==> config.mk <==
export PLATFORM = sky130hd
export DESIGN_NAME = debug_wire_host
export DESIGN_NICKNAME = d
export VERILOG_FILES = /design/src/debug_pod_pkg.sv /design/src/stream_if.sv /design/src/debug_wire_host.sv /design/src/two_entry_buf.sv
export SDC_FILE = /design/constraint.sdc
export NUM_CORES = 1
export LEC_CHECK = 0
export BUFFER_PORTS_ARGS = -buffer_cell sky130_fd_sc_hd__buf_2
export CAP_MARGIN = 20
export CORE_MARGIN = 2
export CORE_UTILIZATION = 32
export DETAILED_ROUTE_END_ITERATION = 12
export SYNTH_ARGS = -nofsm -noshare
export SYNTH_HDL_FRONTEND = slang
export SYNTH_SLANG_ARGS = --single-unit
==> constraint.sdc <==
create_clock -name sys_clk -period 3.6 [get_ports sys_clk]
set_input_delay 0.72 -clock sys_clk [delete_from_list [all_inputs] [get_ports sys_clk]]
set_output_delay 0.72 -clock sys_clk [all_outputs]
set_load 0.02 [all_outputs]
==> src/debug_pod_pkg.sv <==
package debug_pod_pkg;

   // ---------------------------------------------------------------
   // widths
   // ---------------------------------------------------------------
   localparam int CODE_W = 8;
   localparam int ADDR_W = 16;
   localparam int DATA_W = 16;
   localparam int RSP_W = 24;
   localparam int TX_W = 40;
   localparam int CNT_W = 20;
   localparam int DIV_W = 16;

   // ---------------------------------------------------------------
   // timing
   // ---------------------------------------------------------------
   localparam int CLK_NS = 25;
   localparam int SLOW_TCLK_NS = 16000;
   localparam int SYNC_LOW_TCLK = 128;
   localparam int SYNC_LOW_NS = SYNC_LOW_TCLK * SLOW_TCLK_NS;
   localparam int SYNC_LOW_CYC = (SYNC_LOW_NS + CLK_NS - 1) / CLK_NS;
   localparam int SYNC_TMO_CYC = 2 * SYNC_LOW_CYC;
   localparam int DEF_TICK_DIV = 10;
   // reply low time is 128 debug clocks: divide by 2**7, rounded
   localparam int TICK_SHIFT = 7;
   localparam int ROUND_HALF = 64;
   // debug-clock positions inside one 16-clock bit slot or delay
   localparam logic [3:0] LAST_TICK = 4'hF;
   localparam logic [3:0] SAMPLE_TICK = 4'hA;
   localparam logic [3:0] ZERO_LOW = 4'hD;
   localparam logic [3:0] ONE_LOW = 4'h4;
   localparam logic [3:0] RX_LOW = 4'h2;

   // ---------------------------------------------------------------
   // command codes
   // ---------------------------------------------------------------
   localparam logic [7:0] CMD_ACK_ON = 8'hD5;
   localparam logic [7:0] CMD_ACK_OFF = 8'hD6;
   localparam logic [7:0] CMD_HALT_REQ = 8'h90;
   localparam logic [7:0] CMD_STAT_RD = 8'hE4;
   localparam logic [7:0] CMD_CTRL_WR = 8'hC4;
   localparam logic [7:0] CMD_MEM_FETCH = 8'hE0;
   localparam logic [7:0] CMD_MEM_FETCH_STAT = 8'hE1;
   localparam logic [7:0] CMD_REFETCH = 8'hE8;
   localparam logic [7:0] CMD_MEM_STORE = 8'hC0;
   localparam logic [7:0] CMD_MEM_STORE_STAT = 8'hC1;
   localparam logic [7:0] CMD_MATCH_FETCH = 8'hE2;
   localparam logic [7:0] CMD_MATCH_STORE = 8'hC2;
   localparam logic [7:0] CMD_RESUME = 8'h08;
   localparam logic [7:0] CMD_SINGLE_STEP = 8'h10;
   localparam logic [7:0] CMD_RESUME_TAGGED = 8'h18;
   localparam logic [7:0] CMD_ACC_FETCH = 8'h68;
   localparam logic [7:0] CMD_FLAGS_FETCH = 8'h69;
   localparam logic [7:0] CMD_PROGCOUNT_FETCH = 8'h6B;
   localparam logic [7:0] CMD_INDEX_FETCH = 8'h6C;
   localparam logic [7:0] CMD_STACKPTR_FETCH = 8'h6F;
   localparam logic [7:0] CMD_INCR_FETCH = 8'h70;
   localparam logic [7:0] CMD_INCR_FETCH_STAT = 8'h71;
   localparam logic [7:0] CMD_ACC_STORE = 8'h48;
   localparam logic [7:0] CMD_FLAGS_STORE = 8'h49;
   localparam logic [7:0] CMD_PROGCOUNT_STORE = 8'h4B;
   localparam logic [7:0] CMD_INDEX_STORE = 8'h4C;
   localparam logic [7:0] CMD_STACKPTR_STORE = 8'h4F;
   localparam logic [7:0] CMD_INCR_STORE = 8'h50;
   localparam logic [7:0] CMD_INCR_STORE_STAT = 8'h51;

   // field lengths in bits
   localparam logic [5:0] FLD0 = 6'h00;
   localparam logic [5:0] FLD8 = 6'h08;
   localparam logic [5:0] FLD16 = 6'h10;
   localparam logic [5:0] FLD24 = 6'h18;
   localparam logic [5:0] FLD32 = 6'h20;

   // ---------------------------------------------------------------
   // command shape
   // ---------------------------------------------------------------
   typedef enum logic [1:0] {
      LAY_NONE = 2'b00,
      LAY_WD8 = 2'b01,
      LAY_WD16 = 2'b10,
      LAY_ADDR = 2'b11
   } lay_t;

   typedef struct packed {
      lay_t lay;
      logic [5:0] txLen;
      logic hasDly;
      logic [5:0] rxLen;
   } shape_t;

   function automatic shape_t mk(input lay_t l, input logic [5:0] t, input logic d, input logic [5:0] r);
      shape_t s;
      s.lay = l;
      s.txLen = t;
      s.hasDly = d;
      s.rxLen = r;
      return s;
   endfunction

   // host-to-target bits, then the delay, then target-to-host bits
   function automatic shape_t cmd_shape(input logic [7:0] code);
      shape_t s;
      case (code)
         CMD_STAT_RD: s = mk(LAY_NONE, FLD8, 1'b0, FLD8);
         CMD_CTRL_WR: s = mk(LAY_WD8, FLD16, 1'b0, FLD0);
         CMD_MEM_FETCH: s = mk(LAY_ADDR, FLD24, 1'b1, FLD8);
         CMD_MEM_FETCH_STAT: s = mk(LAY_ADDR, FLD24, 1'b1, FLD16);
         CMD_REFETCH, CMD_MATCH_FETCH: s = mk(LAY_NONE, FLD8, 1'b0, FLD16);
         CMD_MEM_STORE: s = mk(LAY_ADDR, FLD32, 1'b1, FLD0);
         CMD_MEM_STORE_STAT: s = mk(LAY_ADDR, FLD32, 1'b1, FLD8);
         CMD_MATCH_STORE: s = mk(LAY_WD16, FLD24, 1'b0, FLD0);
         CMD_ACC_FETCH, CMD_FLAGS_FETCH, CMD_INCR_FETCH: s = mk(LAY_NONE, FLD8, 1'b1, FLD8);
         CMD_PROGCOUNT_FETCH, CMD_INDEX_FETCH, CMD_STACKPTR_FETCH,
         CMD_INCR_FETCH_STAT: s = mk(LAY_NONE, FLD8, 1'b1, FLD16);
         CMD_ACC_STORE, CMD_FLAGS_STORE, CMD_INCR_STORE: s = mk(LAY_WD8, FLD16, 1'b1, FLD0);
         CMD_INCR_STORE_STAT: s = mk(LAY_WD8, FLD16, 1'b1, FLD8);
         CMD_PROGCOUNT_STORE, CMD_INDEX_STORE,
         CMD_STACKPTR_STORE: s = mk(LAY_WD16, FLD24, 1'b1, FLD0);
         default: s = mk(LAY_NONE, FLD8, 1'b1, FLD0);
      endcase
      return s;
   endfunction

endpackage

==> src/stream_if.sv <==
`timescale 1ns/1ps
interface stream_if #(parameter int W = 24) ();
   logic valid;
   logic ready;
   logic [W-1:0] data;
   modport src (output valid, output data, input ready);
   modport snk (input valid, input data, output ready);
endinterface

==> src/debug_wire_host.sv <==
// Notes on behaviour
// - every coded command opens with an 8-bit code; all fields go MSB first.
// - a delay lasts 16 debug clocks; the host sends nothing meanwhile.
// - E4 returns the 8-bit status/control value; C4 writes 8 control bits.
// - E0 sends address, delay, then target returns the byte read.
// - E1 sends address, delay, then target returns status then byte.
// - C0 sends address and data byte, then a delay for the store.
// - C1 sends address, data byte, delay, then target returns status.
// - E2 reads, C2 writes the 16-bit breakpoint match value, no delay.
// - 48/49 carry 8 bits, 4B/4C/4F carry 16 bits, each then a delay.
// - host sync holds low 128 slowest clocks, then speedup high, then release.
// - host times the 128-clock reply low and derives bit timing from it.
// - each bit is 16 debug clocks and starts with a host falling edge.
`timescale 1ns/1ps
module debug_wire_host #(
   parameter int SYNC_LOW_CYC = debug_pod_pkg::SYNC_LOW_CYC,
   parameter int SYNC_TMO_CYC = debug_pod_pkg::SYNC_TMO_CYC,
   parameter int DEF_TICK_DIV = debug_pod_pkg::DEF_TICK_DIV
) (
   input wire logic sys_clk,
   input wire logic nrst,
   input wire logic cmdValid,
   output logic cmdReady,
   input wire logic cmdSync,
   input wire logic [debug_pod_pkg::CODE_W-1:0] cmdCode,
   input wire logic [debug_pod_pkg::ADDR_W-1:0] cmdAddr,
   input wire logic [debug_pod_pkg::DATA_W-1:0] cmdData,
   output logic rspValid,
   input wire logic rspReady,
   output logic [debug_pod_pkg::RSP_W-1:0] rspData,
   output logic busy,
   output logic [debug_pod_pkg::DIV_W-1:0] tickDiv,
   input wire logic wireIn,
   output logic wireOut,
   output logic wireOe
);
   import debug_pod_pkg::*;

   if (SYNC_LOW_CYC < 2 || SYNC_LOW_CYC >= 2 ** CNT_W || SYNC_TMO_CYC < 2 || SYNC_TMO_CYC >= 2 ** CNT_W
       || DEF_TICK_DIV < 1 || DEF_TICK_DIV >= 2 ** DIV_W) begin : g_bad_param
      $error("debug_wire_host: count parameter out of range");
   end

   typedef enum logic [3:0] {
      ST_IDLE = 4'b0000,
      ST_SYNC_LOW = 4'b0001,
      ST_SYNC_UP = 4'b0010,
      ST_SYNC_WAITHI = 4'b0011,
      ST_SYNC_WAITLO = 4'b0100,
      ST_SYNC_MEAS = 4'b0101,
      ST_TX = 4'b0110,
      ST_DLY = 4'b0111,
      ST_RX = 4'b1000,
      ST_DONE = 4'b1001
   } state_t;

   localparam logic [CNT_W-1:0] LOW_END = CNT_W'(SYNC_LOW_CYC - 1);
   localparam logic [CNT_W-1:0] TMO_END = CNT_W'(SYNC_TMO_CYC - 1);

   // ---------------------------------------------------------------
   // registers
   // ---------------------------------------------------------------
   logic [1:0] wireSync_ff;
   state_t state_ff, nxt_state;
   logic [DIV_W-1:0] divCnt_ff, nxt_divCnt;
   logic [DIV_W-1:0] tickDiv_ff, nxt_tickDiv;
   logic [3:0] tickCnt_ff, nxt_tickCnt;
   logic [5:0] bitCnt_ff, nxt_bitCnt;
   logic [TX_W-1:0] txShift_ff, nxt_txShift;
   logic [RSP_W-1:0] rxShift_ff, nxt_rxShift;
   shape_t shape_ff, nxt_shape;
   logic [CNT_W-1:0] syncCnt_ff, nxt_syncCnt;
   logic wireOe_ff, nxt_wireOe;
   logic wireOut_ff, nxt_wireOut;

   stream_if #(.W(RSP_W)) bufIn ();
   stream_if #(.W(RSP_W)) bufOut ();

   // ---------------------------------------------------------------
   // decode
   // ---------------------------------------------------------------
   wire wireLvl = wireSync_ff[1];
   wire accept = cmdValid && cmdReady;
   wire timed = (state_ff == ST_TX) || (state_ff == ST_DLY) || (state_ff == ST_RX);
   wire tickEn = timed && (divCnt_ff == tickDiv_ff - 16'h0001);
   wire bitEnd = tickEn && (tickCnt_ff == LAST_TICK);
   wire txBit = txShift_ff[TX_W-1];
   wire [3:0] lowTicks = txBit ? ONE_LOW : ZERO_LOW;
   wire lastTx = (bitCnt_ff == shape_ff.txLen - 6'h01);
   wire lastRx = (bitCnt_ff == shape_ff.rxLen - 6'h01);
   wire hasRx = (shape_ff.rxLen != FLD0);
   wire [CNT_W-1:0] measSum = syncCnt_ff + CNT_W'(ROUND_HALF);
   wire [DIV_W-1:0] measDiv = DIV_W'(measSum >> TICK_SHIFT);
   wire [DIV_W-1:0] newDiv = (measDiv == 16'h0000) ? 16'h0001 : measDiv;
   wire shape_t cmdShape = cmd_shape(cmdCode);
   // code leads, then address, then write data, all MSB first
   // code then fields
   wire [TX_W-1:0] txLoad =
      (cmdShape.lay == LAY_ADDR) ? {cmdCode, cmdAddr, cmdData[7:0], 8'h00} :
      (cmdShape.lay == LAY_WD16) ? {cmdCode, cmdData, 16'h0000} :
      (cmdShape.lay == LAY_WD8) ? {cmdCode, cmdData[7:0], 24'h000000} :
      {cmdCode, 32'h0000_0000};

   assign cmdReady = (state_ff == ST_IDLE);
   assign busy = (state_ff != ST_IDLE);
   assign tickDiv = tickDiv_ff;
   assign wireOut = wireOut_ff;
   assign wireOe = wireOe_ff;
   assign bufIn.valid = (state_ff == ST_DONE);
   assign bufIn.data = rxShift_ff;
   assign rspValid = bufOut.valid;
   assign rspData = bufOut.data;
   assign bufOut.ready = rspReady;

   // ---------------------------------------------------------------
   // sequencer
   // ---------------------------------------------------------------
   always_comb begin
      nxt_state = state_ff;
      nxt_divCnt = (!timed || tickEn) ? 16'h0000 : divCnt_ff + 16'h0001;
      nxt_tickDiv = tickDiv_ff;
      nxt_tickCnt = tickCnt_ff;
      nxt_bitCnt = bitCnt_ff;
      nxt_txShift = txShift_ff;
      nxt_rxShift = rxShift_ff;
      nxt_shape = shape_ff;
      nxt_syncCnt = syncCnt_ff + 20'h00001;
      nxt_wireOe = wireOe_ff;
      nxt_wireOut = wireOut_ff;
      case (state_ff)
         ST_IDLE: begin
            nxt_syncCnt = 20'h00000;
            if (accept) begin
               nxt_wireOe = 1'b1;
               nxt_wireOut = 1'b0;
               nxt_rxShift = 24'h000000;
               if (cmdSync) begin
                  nxt_state = ST_SYNC_LOW;
               end else begin
                  nxt_state = ST_TX;
                  nxt_shape = cmdShape;
                  nxt_txShift = txLoad;
                  nxt_bitCnt = 6'h00;
                  nxt_tickCnt = 4'h0;
               end
            end
         end
         ST_SYNC_LOW: begin
            if (syncCnt_ff == LOW_END) begin
               nxt_wireOut = 1'b1;
               nxt_syncCnt = 20'h00000;
               nxt_state = ST_SYNC_UP;
            end
         end
         ST_SYNC_UP: begin
            nxt_wireOe = 1'b0;
            nxt_syncCnt = 20'h00000;
            nxt_state = ST_SYNC_WAITHI;
         end
         ST_SYNC_WAITHI: begin
            if (wireLvl) begin
               nxt_syncCnt = 20'h00000;
               nxt_state = ST_SYNC_WAITLO;
            end else if (syncCnt_ff == TMO_END) begin
               nxt_state = ST_DONE;
            end
         end
         ST_SYNC_WAITLO: begin
            if (!wireLvl) begin
               nxt_syncCnt = 20'h00001;
               nxt_state = ST_SYNC_MEAS;
            end else if (syncCnt_ff == TMO_END) begin
               nxt_state = ST_DONE;
            end
         end
         ST_SYNC_MEAS: begin
            if (wireLvl) begin
               nxt_tickDiv = newDiv;
               nxt_rxShift = RSP_W'(syncCnt_ff);
               nxt_state = ST_DONE;
            end else if (syncCnt_ff == TMO_END) begin
               nxt_state = ST_DONE;
            end
         end
         ST_TX: begin
            if (tickEn) begin
               nxt_tickCnt = tickCnt_ff + 4'h1;
               if (tickCnt_ff == lowTicks - 4'h1) begin
                  nxt_wireOut = 1'b1;
               end
               if (tickCnt_ff == lowTicks) begin
                  nxt_wireOe = 1'b0;
               end
               if (tickCnt_ff == LAST_TICK) begin
                  nxt_txShift = {txShift_ff[TX_W-2:0], 1'b0};
                  nxt_bitCnt = bitCnt_ff + 6'h01;
                  if (!lastTx) begin
                     nxt_wireOe = 1'b1;
                     nxt_wireOut = 1'b0;
                  end else if (shape_ff.hasDly) begin
                     nxt_bitCnt = 6'h00;
                     nxt_state = ST_DLY;
                  end else if (hasRx) begin
                     nxt_bitCnt = 6'h00;
                     nxt_wireOe = 1'b1;
                     nxt_wireOut = 1'b0;
                     nxt_state = ST_RX;
                  end else begin
                     nxt_state = ST_DONE;
                  end
               end
            end
         end
         ST_DLY: begin
            if (tickEn) begin
               nxt_tickCnt = tickCnt_ff + 4'h1;
               if (tickCnt_ff == LAST_TICK) begin
                  if (hasRx) begin
                     nxt_wireOe = 1'b1;
                     nxt_wireOut = 1'b0;
                     nxt_state = ST_RX;
                  end else begin
                     nxt_state = ST_DONE;
                  end
               end
            end
         end
         ST_RX: begin
            if (tickEn) begin
               nxt_tickCnt = tickCnt_ff + 4'h1;
               if (tickCnt_ff == RX_LOW - 4'h1) begin
                  nxt_wireOe = 1'b0;
               end
               if (tickCnt_ff == SAMPLE_TICK - 4'h1) begin
                  nxt_rxShift = {rxShift_ff[RSP_W-2:0], wireLvl};
               end
               if (tickCnt_ff == LAST_TICK) begin
                  nxt_bitCnt = bitCnt_ff + 6'h01;
                  if (lastRx) begin
                     nxt_state = ST_DONE;
                  end else begin
                     nxt_wireOe = 1'b1;
                     nxt_wireOut = 1'b0;
                  end
               end
            end
         end
         ST_DONE: begin
            if (bufIn.ready) begin
               nxt_state = ST_IDLE;
            end
         end
         default: begin
            nxt_state = ST_IDLE;
            nxt_wireOe = 1'b0;
         end
      endcase
   end

   always_ff @(posedge sys_clk or negedge nrst) begin
      if (!nrst) begin
         wireSync_ff <= 2'h3;
         state_ff <= ST_IDLE;
         divCnt_ff <= 16'h0000;
         tickDiv_ff <= DIV_W'(DEF_TICK_DIV);
         tickCnt_ff <= 4'h0;
         bitCnt_ff <= 6'h00;
         txShift_ff <= 40'h00_0000_0000;
         rxShift_ff <= 24'h000000;
         shape_ff <= '0;
         syncCnt_ff <= 20'h00000;
         wireOe_ff <= 1'b0;
         wireOut_ff <= 1'b0;
      end else begin
         wireSync_ff <= {wireSync_ff[0], wireIn};
         state_ff <= nxt_state;
         divCnt_ff <= nxt_divCnt;
         tickDiv_ff <= nxt_tickDiv;
         tickCnt_ff <= nxt_tickCnt;
         bitCnt_ff <= nxt_bitCnt;
         txShift_ff <= nxt_txShift;
         rxShift_ff <= nxt_rxShift;
         shape_ff <= nxt_shape;
         syncCnt_ff <= nxt_syncCnt;
         wireOe_ff <= nxt_wireOe;
         wireOut_ff <= nxt_wireOut;
      end
   end

   // results wait here so a stalled reader loses nothing
   two_entry_buf #(.W(RSP_W)) u_rspBuf (
      .clk(sys_clk),
      .nrst(nrst),
      .inp(bufIn),
      .outp(bufOut)
   );

   // ---------------------------------------------------------------
   // checks
   // ---------------------------------------------------------------
   logic [CNT_W-1:0] syncLowRun_ff;
   always_ff @(posedge sys_clk or negedge nrst) begin
      if (!nrst) begin
         syncLowRun_ff <= 20'h00000;
      end else if (state_ff == ST_IDLE) begin
         syncLowRun_ff <= 20'h00000;
      end else if (state_ff == ST_SYNC_LOW && wireOe_ff && !wireOut_ff) begin
         syncLowRun_ff <= syncLowRun_ff + 20'h00001;
      end
   end
endmodule

==> src/two_entry_buf.sv <==
`timescale 1ns/1ps
module two_entry_buf #(
   parameter int W = 24
) (
   input wire logic clk,
   input wire logic nrst,
   stream_if.snk inp,
   stream_if.src outp
);
   if (W < 1) begin : g_bad_width
      $error("two_entry_buf: width must be at least one");
   end

   logic [W-1:0] slot_ff [2];
   logic wrPtr_ff;
   logic rdPtr_ff;
   logic [1:0] fill_ff;

   wire push = inp.valid && inp.ready;
   wire pop = outp.valid && outp.ready;

   assign inp.ready = (fill_ff != 2'h2);
   assign outp.valid = (fill_ff != 2'h0);
   assign outp.data = slot_ff[rdPtr_ff];

   always_ff @(posedge clk or negedge nrst) begin
      if (!nrst) begin
         wrPtr_ff <= 1'b0;
         rdPtr_ff <= 1'b0;
         fill_ff <= 2'h0;
      end else begin
         wrPtr_ff <= wrPtr_ff ^ push;
         rdPtr_ff <= rdPtr_ff ^ pop;
         fill_ff <= fill_ff + {1'b0, push} - {1'b0, pop};
      end
   end

   always_ff @(posedge clk) begin
      if (push) begin
         slot_ff[wrPtr_ff] <= inp.data;
      end
   end
endmodule

* Yosys cells after proc, flatten, opt, wreduce, memory -nomap -nowiden
Memory sizes are Yosys's and may differ from the RTL's.
Cells that the tools add are included.
** Storage, ports and cells
- Output and inout bits :: 45
- Logic and storage cells :: 217
- RAM bits :: 48
- Register bits :: 151
- Memories :: 1
- Input port bits :: 46
** Memory list
- u_rspBuf.slot_ff :: words 2, width 24, rd ports 1, clocked after Yosys merged registers in 0, write ports 1, RTL line two_entry_buf.sv:14 : logic [W-1:0] slot_ff [2];
** Operators by class
- Bitwise operators :: 4
- Multiplexer cells :: 86
- Reductions and logical operators :: 35
- Eq/ne operators :: 63
- $add $sub $neg :: 11
** Operators by type and width (count)
- $pmux 15 s13 :: 1
- $mux 40 :: 4
- $eq 8x7->1 const B :: 14
- $mux 24 :: 4
- $mux 32 :: 3
- $mux 4 :: 20
- $pmux 20 s4 :: 1
- $pmux 40 s2 :: 1
- $eq 8x8->1 const B :: 9
- $pmux 24 s3 :: 1
- $mux 20 :: 3
- $mux 6 :: 9
- $pmux 4 s10 :: 1
- $mux 1 :: 31
- $ne 2x2->1 const B :: 12
- $add 20x1->20 const B :: 1
- $add 20x7->20 const B :: 1
- $eq 20x17->1 const B :: 1
- $eq 20x18->1 const B :: 1
- $pmux 6 s3 :: 1
- $add 16x1->16 const B :: 1
- $eq 16x16->1 :: 1
- $eq 4x3->1 const B :: 4
- $eq 4x4->1 const B :: 4
- 42 further kinds :: 70

* Longest topological paths before layout
Gate-level depths: netlist (run 1).
- Depth in word-level cells :: 10
- Depth in mapped cells :: 12
- Mapped depth without buffers :: 10

* Modules after synthesis
A second synthesis (run 1) with hierarchy kept.
** Unflattened totals
- Cells, all modules :: 1017
- Area, all modules :: 9764.4 um^2
** By module, submodules not included
- debug_wire_host :: area an instance 7796.2 um^2, cells an instance 919, instances 1
- two_entry_buf :: area an instance 1968.1 um^2, cells an instance 98, instances 1

* Worst setup path after synthesis (run 1)
No wires, ideal clock.
- Path kind :: reg2reg
- From :: register tickDiv_ff[0], in the netlist tickDiv[0]
- To :: register rxShift_ff[10], in the netlist bufIn.data[10]
- Data arrival time :: 3133 ps
- Clock period less this slack :: 3258 ps
- Data required time :: 3475 ps
- Cell stages (with the launch flop) :: 13
- Slack :: 342 ps
- Cell sequence :: dfrtp_1 -> inv_1 -> ha_1 -> or4b_1 -> clkbuf_1 -> o31ai_4 -> or4b_1 -> o311ai_2 -> nand3_1 -> nor3_2 -> o21ai_2 -> buf_6 -> mux2_4
** On the way
- Word-level cells in the longest chain between the ends :: 5
** RTL lines
- from (decl) :: RTL line debug_wire_host.sv:66 : logic [DIV_W-1:0] tickDiv_ff, nxt_tickDiv;
- from (signal assigned) :: RTL line debug_wire_host.sv:265 : tickDiv_ff <= DIV_W'(DEF_TICK_DIV);
- from (signal assigned) :: RTL line debug_wire_host.sv:278 : tickDiv_ff <= nxt_tickDiv;
- $sub 16x1->16 :: RTL line debug_wire_host.sv:85 : wire tickEn = timed && (divCnt_ff == tickDiv_ff - 16'h0001);
- $eq 16x16->1 :: RTL line debug_wire_host.sv:85
- $logic_and 1x1->1 :: RTL line debug_wire_host.sv:85
- $ne 2x2->1 (no source line)
- $reduce_and 5->1 (no source line)
- to (signal assigned) :: RTL line debug_wire_host.sv:282 : rxShift_ff <= nxt_rxShift;
- to (decl) :: RTL line debug_wire_host.sv:70 : logic [RSP_W-1:0] rxShift_ff, nxt_rxShift;
Every way passes these cells.
A chain may end at the register's enable or synchronous reset.

* Final worst setup path (run 1)
- From :: register tickDiv_ff[0], in the netlist tickDiv[0]
- To :: register bitCnt_ff[5]
** On the way
- Word-level cells in the longest chain between the ends :: 5
- Elaborated cells on any way between the ends :: 6
- Classes of those cells :: add/sub (1); eq/ne (3); reduce/logical (2)
** RTL lines
- $sub 16x1->16 * :: RTL line debug_wire_host.sv:85
- $eq 16x16->1 * :: RTL line debug_wire_host.sv:85
- $logic_and 1x1->1 * :: RTL line debug_wire_host.sv:85
- $ne 2x2->1 (no source line)
- $reduce_and 7->1 (no source line) *
- to (signal assigned) :: RTL line debug_wire_host.sv:280 : bitCnt_ff <= nxt_bitCnt;
- to (decl) :: RTL line debug_wire_host.sv:68 : logic [5:0] bitCnt_ff, nxt_bitCnt;
Every way passes the cells marked *; elsewhere a longest branch is shown, timed or not.

==> flow_summary.yaml, run 1 <==
synthesis:
  synth_mux_area_share_pct: 6.836
  ys.warnings.count: 0
  synth_cell_type_count: 76
  synth-seq-area-share_pct: 48.49
  synth_area_leaders: "dfrtp_1, edfxtp_1, nor2_1, mux2_2, xor2_1"
  ys_async_sr_fraction_pct: 73.48
  synth_area_um2: 9847
  synthSimpleGateAreaFrac_pct: 17.51
  avgSynthCellArea_um2: 9.877
  synth_xor_area_share_pct: 6.048
  netlist.area_leader.share_pct: 32.78
  synth-compound-area-share_pct: 14.69
  ys.flop_type: "dfrtp_1"
  synth_top_family_by_area: "simple AND/OR/NAND/NOR gates"
  synth_adder_area_share_pct: 1.753
  yosys.area.top_type: "dfrtp_1"
  synth-edff-count: 48
  synthCells: 997
  ys_ff_latch: 181
grt:
  grt_use_total_pct: 13.79
  antenna_found_initial: 0
  grt_max_degree: 69
  grt.overflow.total: 0
  grt_pass1_vias: 7103
  grt_pass1_wl_um: 36780
route:
  wl_met2_um: 10750
  viasPerCell: 5.064
  wl_met1_um: 10460
  top_layer_used: "met4"
  wl_met3_um: 739
  vias: 7454
  drcViolationCount: 0
  drt_iter0_markers: 487
  firstDrtPassIters: 7
  ant_nets: 0
  wl_per_cell_um: 15.17
  drt-total-wl_um: 22330
layout:
  design_area_um2: 11420
  layout_commonest_cell: "dfrtp_1"
  area_delta_synth_final_pct: 15.93
  nNetsFinal: 1122
  drive_above_1_share_pct: 21.47
  final_cell_mix: "dfrtp_1, nor2_1, buf_2"
  diodes: 0
  fillers: 3046
worst_setup_path:
  required_ps: 3920
  critPathKind: "flop to flop"
  arrival_ps: 3670
  cp_max_fo: 9
  end_kind: "flop"
  start_kind: "flop"
  rr_worst_depth: 10
  r2r-end: "bitCnt_ff[5]"
  worstSetupEndpoint: "bitCnt_ff[5]"
  ff2ff_setup_slack_ps: 240
  crit-reg2reg-launch: "tickDiv[0]"
  crit_start: "tickDiv[0]"
timing:
  slew_headroom_pct: 48.61
  min_period_over_period_pct: 93.30
  finalHoldViolations: 0
  slew_violations: 0
  setup-tns-final_ps: 0
  skew_ps: 19.63
  fmax_mhz: 297.7
  worst-slew-pin-transition_ps: 764.0
  finalSetupViolCount: 0
  rsz0062_at_grt: "no"
  min_period_ps: 3359
placement:
  globalplace.congestion: 0.8409
  dpl_cell_area_um2: 10710
  portBuffers: 87
  hpwl_um: 15700
cts:
  cts_tree: "yes"
  clockBufferDepth: 2
  numCtsBuffers: 17
  clk_pin_slew_ps: 90
  ctsHoldBuffers: 0
  clock_sinks: 181
  cts-root-buf: "clkbuf_16"
  cts-htree-levels: 4
  clock_latency_ps: 450
power:
  pwr-share-clk_pct: 25.6
  power.leakage_nw: 4.682
  finalPower_mw: 7.809
  switching_share_pct: 40.26
  vdd_ir_drop_max_v: 0.0003988
  p_int_mw: 4.665
  seqPwrFrac_pct: 37.8
  powerDensity_nw_per_um2: 684.0
  comb_power_share_pct: 36.6
  power.switching_mw: 3.143
floorplanning:
  design.die.area_um2: 32190
  die_h_um: 179.4
  dieWidth_um: 179.4
  start_util_pct: 32.36
  core-area_um2: 30430
  ios: 91
  num_rows: 64
hold_path:
  min_path_type: "input port to asynchronous set/reset pin"
flow_run:
  cap_violations: 0
run_status:
  status: "complete, no violations"
==> synth_stat cells, drive strengths merged, types with 29 or more instances <==
cell    count
dfrtp     129
nor2      121
nand2      79
clkbuf     56
mux2       50
o21ai      50
edfxtp     48
a21oi      47
xor2       39
nand3      36
inv        32
xnor2      29
==> worst min path at each step <==
stage                   startpoint             end  slack (ps)  depth (start not counted)
floorplan           wireSync_ff[0]  wireSync_ff[1]         350                          0
global placement    wireSync_ff[0]  wireSync_ff[1]         350                          0
detailed placement  wireSync_ff[0]  wireSync_ff[1]         350                          0
CTS                           nrst   bufIn.data[9]         290                          1
global route                  nrst  bufIn.data[14]         300                          1
finish                        nrst   bufIn.data[7]         270                          1
==> timing repair <==
item / CTS / global route
buffers inserted: 0 / 5
endpoints found under the setup margin: 0 / 28
gates resized for setup: 0 / 3
==> through the flow <==
| stage | utilization (%) | hold WS, ps | worst slack (ps) | std cells |
|---|---|---|---|---|
| 2_1_floorplan | - | 345.2 | 342.0 | 999 |
| 3_3_place_gp | 35.18 | 346.8 | 214.6 | 1434 |
| 3_5_place_dp | 35.20 | 348.9 | 111.6 | 1435 |
| 4_1_cts | 37.31 | 293.1 | 87.13 | 1467 |
| 5_1_grt | 37.52 | 304.4 | 10.73 | 1472 |
| 6_report | 37.52 | 273.2 | 241.3 | 1472 |
==> power groups by stage <==
stage	clock network [mW]	logic [mW]	registers, mW
3_5_place_dp	0	2.84	2.98
2_1_floorplan	0	2.09	2.90
4_1_cts	2.05	2.86	2.94
6_report	2.00	2.85	2.95
3_3_place_gp	0	2.79	2.97
5_1_grt	2.13	3.16	3.02
==> cell type report <==
cell class | instances | area [um2] | area share, %
Clock buffer | 17 | 425.4 | 3.726
Clock inverter | 15 | 215.2 | 1.885
Inverter | 32 | 120.1 | 1.052
Multi-Input combinational cell | 713 | 4661 | 40.83
Sequential cell | 181 | 4775 | 41.82
Tap cell | 396 | 495.5 | 4.340
Timing Repair Buffer | 118 | 724.4 | 6.346
==> sequential cells by signal, summed over array words and instances (netlist names), 6 cells and up <==
signal	count
bitCnt_ff	6
bufIn.data	24
divCnt_ff	16
shape_ff	6
syncCnt_ff	20
tickDiv	13
txShift_ff	32
u_rspBuf.slot_ff	48
==> metal layers <==
layer	up-vias	global-route usage, %
met5	-	0
met4	0	4.520
met3	25	2.370
met2	134	22.56
met1	3593	18.58
li1	3702	-
==> critical path, cell delays in order (launching register included) <==
cell      delay, ps
dfrtp_1         460
inv_1            90
ha_1            200
or4b_4          540
o31ai_4         260
or4b_1          480
o311ai_2        150
nand2_2          60
o31a_1          390
or2_4           310
o41ai_1         290
==> kinds of logic (layout without fill, tap and decap cells) <==
kind of cell,Yosys count,in the layout
buffers and inverters,105,182
adder cells (fa/ha/maj),14,14
other,1,3
AND/OR/NAND/NOR,358,358
AO/OA/AOI/OAI,215,215
multiplexers,55,55
flip-flops,181,181
XOR/XNOR,68,68
Note: power is estimated with default switching activity, not from simulation.
==> run 2, diff against run 1 <==
Settings changed: SYNTH_HIERARCHICAL from default to 1.
==> run 2 against run 1 <==
Via count grew 3.0%. Worst hold slack worse by 45 ps. Combinational power rose by 4%. Register-to-register slack better by 110 ps. Die area decreased by 0.82%. Clock skew fell by 3.8 ps. Routed wire length grew 4.5%. Clock-buffer cell count is the same. Clock power fell by 10%. Synthesized cell count is 2.0% higher.
==> flow_summary.yaml, run 2 <==
timing:
  slew_violations: 0
  min_period_ps: 3254
  rsz0062_at_grt: "no"
  finalSetupViolCount: 0
  worst-slew-pin-transition_ps: 743.0
  slew_headroom_pct: 50.01
  fmax_mhz: 307.4
  setup-tns-final_ps: 0
  finalHoldViolations: 0
  fin_ws_ps: 346.4
  skew_ps: 15.84
  min_period_over_period_pct: 90.38
  hold_ws_ps: 227.9
layout:
  layout_commonest_cell: "dfrtp_1"
  seqCellArea_um2: 4775
  design_area_um2: 11210
  finalNonFillerCells: 1487
  area_delta_synth_final_pct: 14.77
  multi_input_comb_area_um2: 4647
  max_flop_register: "u_rspBuf/slot_ff"
  diodes: 0
  largest_reg_flops: 48
  fillers: 2980
  nNetsFinal: 1141
  drive_above_1_share_pct: 17.78
  utilization_pct: 37.51
  final_cell_mix: "dfrtp_1, nor2_1, nand2_1"
worst_setup_path:
  crit_chain: "nor4_4 > o211ai_1 > or3_4 > nor4_4 > and4bb_2 > nand2_1 > a21oi_1 > buf_4 > a2bb2oi_1"
  rr_worst_depth: 9
  cp_max_fo: 20
  path_common_cell: "nor4_4"
  r2r-end: "bufIn.data[12]"
  crit-reg2reg-launch: "tickDiv[4]"
  required_ps: 3960
  cpMaxStageDelayCell: "nor4_4"
  critPathMaxStageDelay_ps: 590
  critPathKind: "flop to flop"
  end_kind: "flop"
  start_kind: "flop"
  crit_family: "simple AND/OR/NAND/NOR gates"
  ff2ff_setup_slack_ps: 350
  arrival_ps: 3610
  path_buf_inv: 1
floorplanning:
  design.die.area_um2: 31930
  die_h_um: 178.7
  core-area_um2: 29870
  ios: 91
  num_rows: 63
  dieWidth_um: 178.7
  start_util_pct: 32.68
placement:
  hpwl_um: 16180
  portBuffers: 87
  dpl_cell_area_um2: 10650
  globalplace.congestion: 0.8667
  dp_slack_ps: 245.0
  place_inst: 1455
synthesis:
  ys.flop_type: "dfrtp_1"
  yosys.area.top_type: "dfrtp_1"
  synth_area_um2: 9764
  ys_ff_latch: 181
  ys_top_cells_by_count: "dfrtp_1, nor2_1, nand2_1, o21ai_0, a21oi_1"
  ys_async_sr_fraction_pct: 73.48
  ys.warnings.count: 6
  synth-seq-area-share_pct: 48.90
  synthCells: 1017
  synth_area_leaders: "dfrtp_1, edfxtp_1, nor2_1, o21ai_0, xor2_1"
  synth_cell_type_count: 74
  synth-edff-count: 48
  netlist.area_leader.share_pct: 33.06
  avgSynthCellArea_um2: 9.601
  yosysMostFrequentCell: "dfrtp_1"
power:
  power.leakage_nw: 4.562
  finalPower_mw: 7.933
  vdd_ir_drop_max_v: 0.0003380
  powerDensity_nw_per_um2: 707.9
route:
  wl_per_cell_um: 15.69
  ant_nets: 0
  viasPerCell: 5.162
  drt-total-wl_um: 23330
  drcViolationCount: 0
  drt_iter0_markers: 623
  firstDrtPassIters: 5
  vias: 7676
grt:
  grt_max_degree: 56
  antenna_found_initial: 0
  grt_use_total_pct: 14.92
  grt_pass1_wl_um: 38340
  grt_pass1_vias: 7348
  grt.overflow.total: 0
hold_path:
  min_path_type: "input port to asynchronous set/reset pin"
flow_run:
  cap_violations: 0
cts:
  cts-root-buf: "clkbuf_16"
  clk_pin_slew_ps: 80
  clock_latency_ps: 440
  clockBufferDepth: 2
  cts_tree: "yes"
  cts-htree-levels: 4
  numCtsBuffers: 17
  ctsHoldBuffers: 0
  clock_sinks: 181
run_status:
  status: "complete, no violations"
## run 2: how the worst max path moves through the flow
stage	startpoint	to	slack (ps)	cells after the start
6_report	tickDiv[4]	bufIn.data[12]	350	9
5_1_grt	tickDiv[4]	txShift_ff[10]	140	9
4_1_cts	tickDiv[4]	bufIn.data[6]	220	9
3_5_place_dp	tickDiv[4]	bufIn.data[6]	240	9
3_3_place_gp	tickDiv[1]	bufIn.data[2]	330	11
2_1_floorplan	tickDiv[1]	bitCnt_ff[4]	640	11
## run 2: worst reg2reg max path, delay by kind of cell, from the launching register on
family,cells,cell delay (ps)
DFF,1,460
AOI/OAI and AO/OA,3,550
and+or+nand+nor,5,1890
buffers and inverters,1,270
## run 2: logic make-up after synthesis
group / count (synthesis) / synth area share, %
compound gates: 255 / 17.25
xor+xnor: 69 / 6.189
other cells: 1 / 0.03840
mux: 30 / 3.396
flops: 181 / 48.90
fa+ha+maj: 12 / 1.512
simple gates: 381 / 18.91
buf+inv: 88 / 3.806
## run 2: what timing repair did
| action | 4_1_cts | 5_1_grt |
|---|---|---|
| setup endpoints to repair | 0 | 13 |
| setup buffers | 0 | 0 |
| resized for setup | 0 | 1 |
## run 2: routing by layer
| metal | wire length (um) | track usage (%) | part of all wire, % | vias up |
|---|---|---|---|---|
| li1 | - | - | - | 3780 |
| met1 | 11230 | 20.29 | 48 | 3725 |
| met2 | 11090 | 24.53 | 48 | 152 |
| met3 | 690 | 2.375 | 3.0 | 19 |
| met4 | 327 | 4.404 | 1.4 | 0 |
| met5 | 0 | 0 | 0 | - |
## run 2: area by class of cell
cell class / count / area share, %
repair buffers: 115 / 5.928
multi-input cells: 750 / 41.46
well taps: 390 / 4.354
flip-flops and latches: 181 / 42.60
clock inverters: 15 / 1.217
inverters: 19 / 0.6364
clock buffers: 17 / 3.796
## run 2: where the power goes
part / total, mW / switching (mW) / internal, mW / leakage, nW
sequential: 3.19 / 0.534 / 2.65 / 2.13
clock: 1.80 / 0.885 / 0.915 / 0.274
combinational: 2.95 / 1.74 / 1.21 / 2.16
total: 7.93 / 3.15 / 4.78 / 4.56
==> run 3, diff against run 2 <==
Settings changed: BUFFER_PORTS_ARGS -buffer_cell sky130_fd_sc_hd__buf_2 to -buffer_cell sky130_fd_sc_hd__clkbuf_2.
==> run 3 against run 2 <==
Clock skew grew 2.0 ps. Routed wire length shrank 1.1%. Cell area grew 0.37%. Total power grew 1.4%. Sequential share of layout area shrank 0.16 points. Critical path depth is the same. Fmax grew 0.40%. Critical path type unchanged. Largest power group unchanged. Highest routed layer unchanged.
==> flow_summary.yaml, run 3 (synthesis gave the netlist of run 2 again) <==
grt:
  grt_pass1_vias: 7320
  antenna_found_initial: 0
  grt.overflow.total: 0
  grt_use_total_pct: 14.83
  grt_pass1_wl_um: 38210
  grt_max_degree: 72
timing:
  slew_violations: 0
  worst-slew-pin-transition_ps: 692.3
  fmax_mhz: 308.6
  min_period_ps: 3240
  finalHoldViolations: 0
  finalSetupViolCount: 0
  skew_ps: 17.82
  min_period_over_period_pct: 90.01
  setup-tns-final_ps: 0
  slew_headroom_pct: 53.42
  rsz0062_at_grt: "no"
worst_setup_path:
  ff2ff_setup_slack_ps: 360
  r2r-end: "bufIn.data[15]"
  end_kind: "flop"
  critPathKind: "flop to flop"
  cp_max_fo: 20
  start_kind: "flop"
  crit-reg2reg-launch: "tickDiv[4]"
  rr_worst_depth: 9
  arrival_ps: 3590
  required_ps: 3950
cts:
  post_cts_buffers: 0
  cts-htree-levels: 4
  clockBufferDepth: 2
  clock_sinks: 181
  clk_pin_slew_ps: 80
  clock_latency_ps: 440
  cts-root-buf: "clkbuf_16"
  cts_resized: 0
  numCtsBuffers: 17
  cts_tree: "yes"
  ctsHoldBuffers: 0
placement:
  hpwl_um: 16250
  place_inst: 1456
  globalplace.congestion: 0.8671
  portBuffers: 87
power:
  powerDensity_nw_per_um2: 714.8
  power.leakage_nw: 4.597
  vdd_ir_drop_max_v: 0.0002943
layout:
  area_delta_synth_final_pct: 15.20
  max_flop_register: "u_rspBuf/slot_ff"
  seqCellArea_um2: 4775
  fillers: 2979
  final_cell_mix: "dfrtp_1, nor2_1, nand2_1"
  drive_above_1_share_pct: 17.58
  multi_input_comb_area_um2: 4647
  layout_commonest_cell: "dfrtp_1"
  nNetsFinal: 1142
  finalNonFillerCells: 1488
  largest_reg_flops: 48
  diodes: 0
route:
  wl_per_cell_um: 15.52
  ant_nets: 0
  drcViolationCount: 0
  firstDrtPassIters: 7
  drt-total-wl_um: 23090
  drt_iter0_markers: 573
  viasPerCell: 5.182
  vias: 7711
hold_path:
  min_path_type: "input port to asynchronous set/reset pin"
floorplanning:
  design.die.area_um2: 31930
  start_util_pct: 32.68
  core-area_um2: 29870
  ios: 91
  num_rows: 63
  dieWidth_um: 178.7
  die_h_um: 178.7
flow_run:
  cap_violations: 0
run_status:
  status: "complete, no violations"
-- run 3: cell count changes in the layout (fill, tap and decap cells not counted), sizes merged --
cell	change
clkinv	-1
bufinv	+2
clkbuf	+87
clkinvlp	-1
inv	-1
buf	-85
-- run 3: final cells by class --
type	count	area share, %
timing repair buffer	116	5.973
inverter	19	0.6340
tap	390	4.338
sequential	181	42.45
clock inverter	14	1.479
clock buffer	18	3.815
multi-input combinational	750	41.31
-- run 3: per-stage QoR --
step	area [um2]	hold slack [ps]	utilization, %	power (mW)	setup WS [ps]
floorplan	9772	345.2	-	5.271	637.9
global placement	10650	347.5	35.66	6.119	326.7
detailed placement	10650	347.9	35.66	6.179	273.0
CTS	11250	316.1	37.65	8.107	223.0
global route	11250	332.1	37.65	8.610	102.0
finish	11250	294.1	37.65	8.041	359.5
-- run 3: power by group --
group / switching (mW) / total, mW / internal (mW) / leakage, nW
sequential: 0.526 / 3.18 / 2.65 / 2.13
combinational: 1.74 / 2.95 / 1.21 / 2.18
clock: 0.864 / 1.91 / 1.05 / 0.288
-- run 3: how the worst max path moves through the flow --
stage / end / start / depth (start not counted) / slack [ps]
6_report: bufIn.data[15] / tickDiv[4] / 9 / 360
5_1_grt: bufIn.data[11] / tickDiv[4] / 9 / 100
4_1_cts: bufIn.data[15] / tickDiv[4] / 9 / 220
3_5_place_dp: bufIn.data[15] / tickDiv[4] / 9 / 270
3_3_place_gp: bufIn.data[3] / tickDiv[1] / 11 / 330
2_1_floorplan: bitCnt_ff[4] / tickDiv[1] / 11 / 640
-- run 3: critical path, cell delays in order, from the launching register on --
cell       delay [ps]
dfrtp_1           470
nor4_4            550
o211ai_1          190
or3_4             420
nor4_4            260
and4bb_2          470
nand2_1           160
a21oi_1           180
buf_4             270
a2bb2oi_1         190
-- run 3: layer usage --
metal,part of all wire [%],global-route usage (%),vias up
li1,-,-,3800
met1,48,20.96,3712
met2,47,23.62,178
met3,3.6,2.311,21
met4,1.2,4.065,0
met5,0,0,-
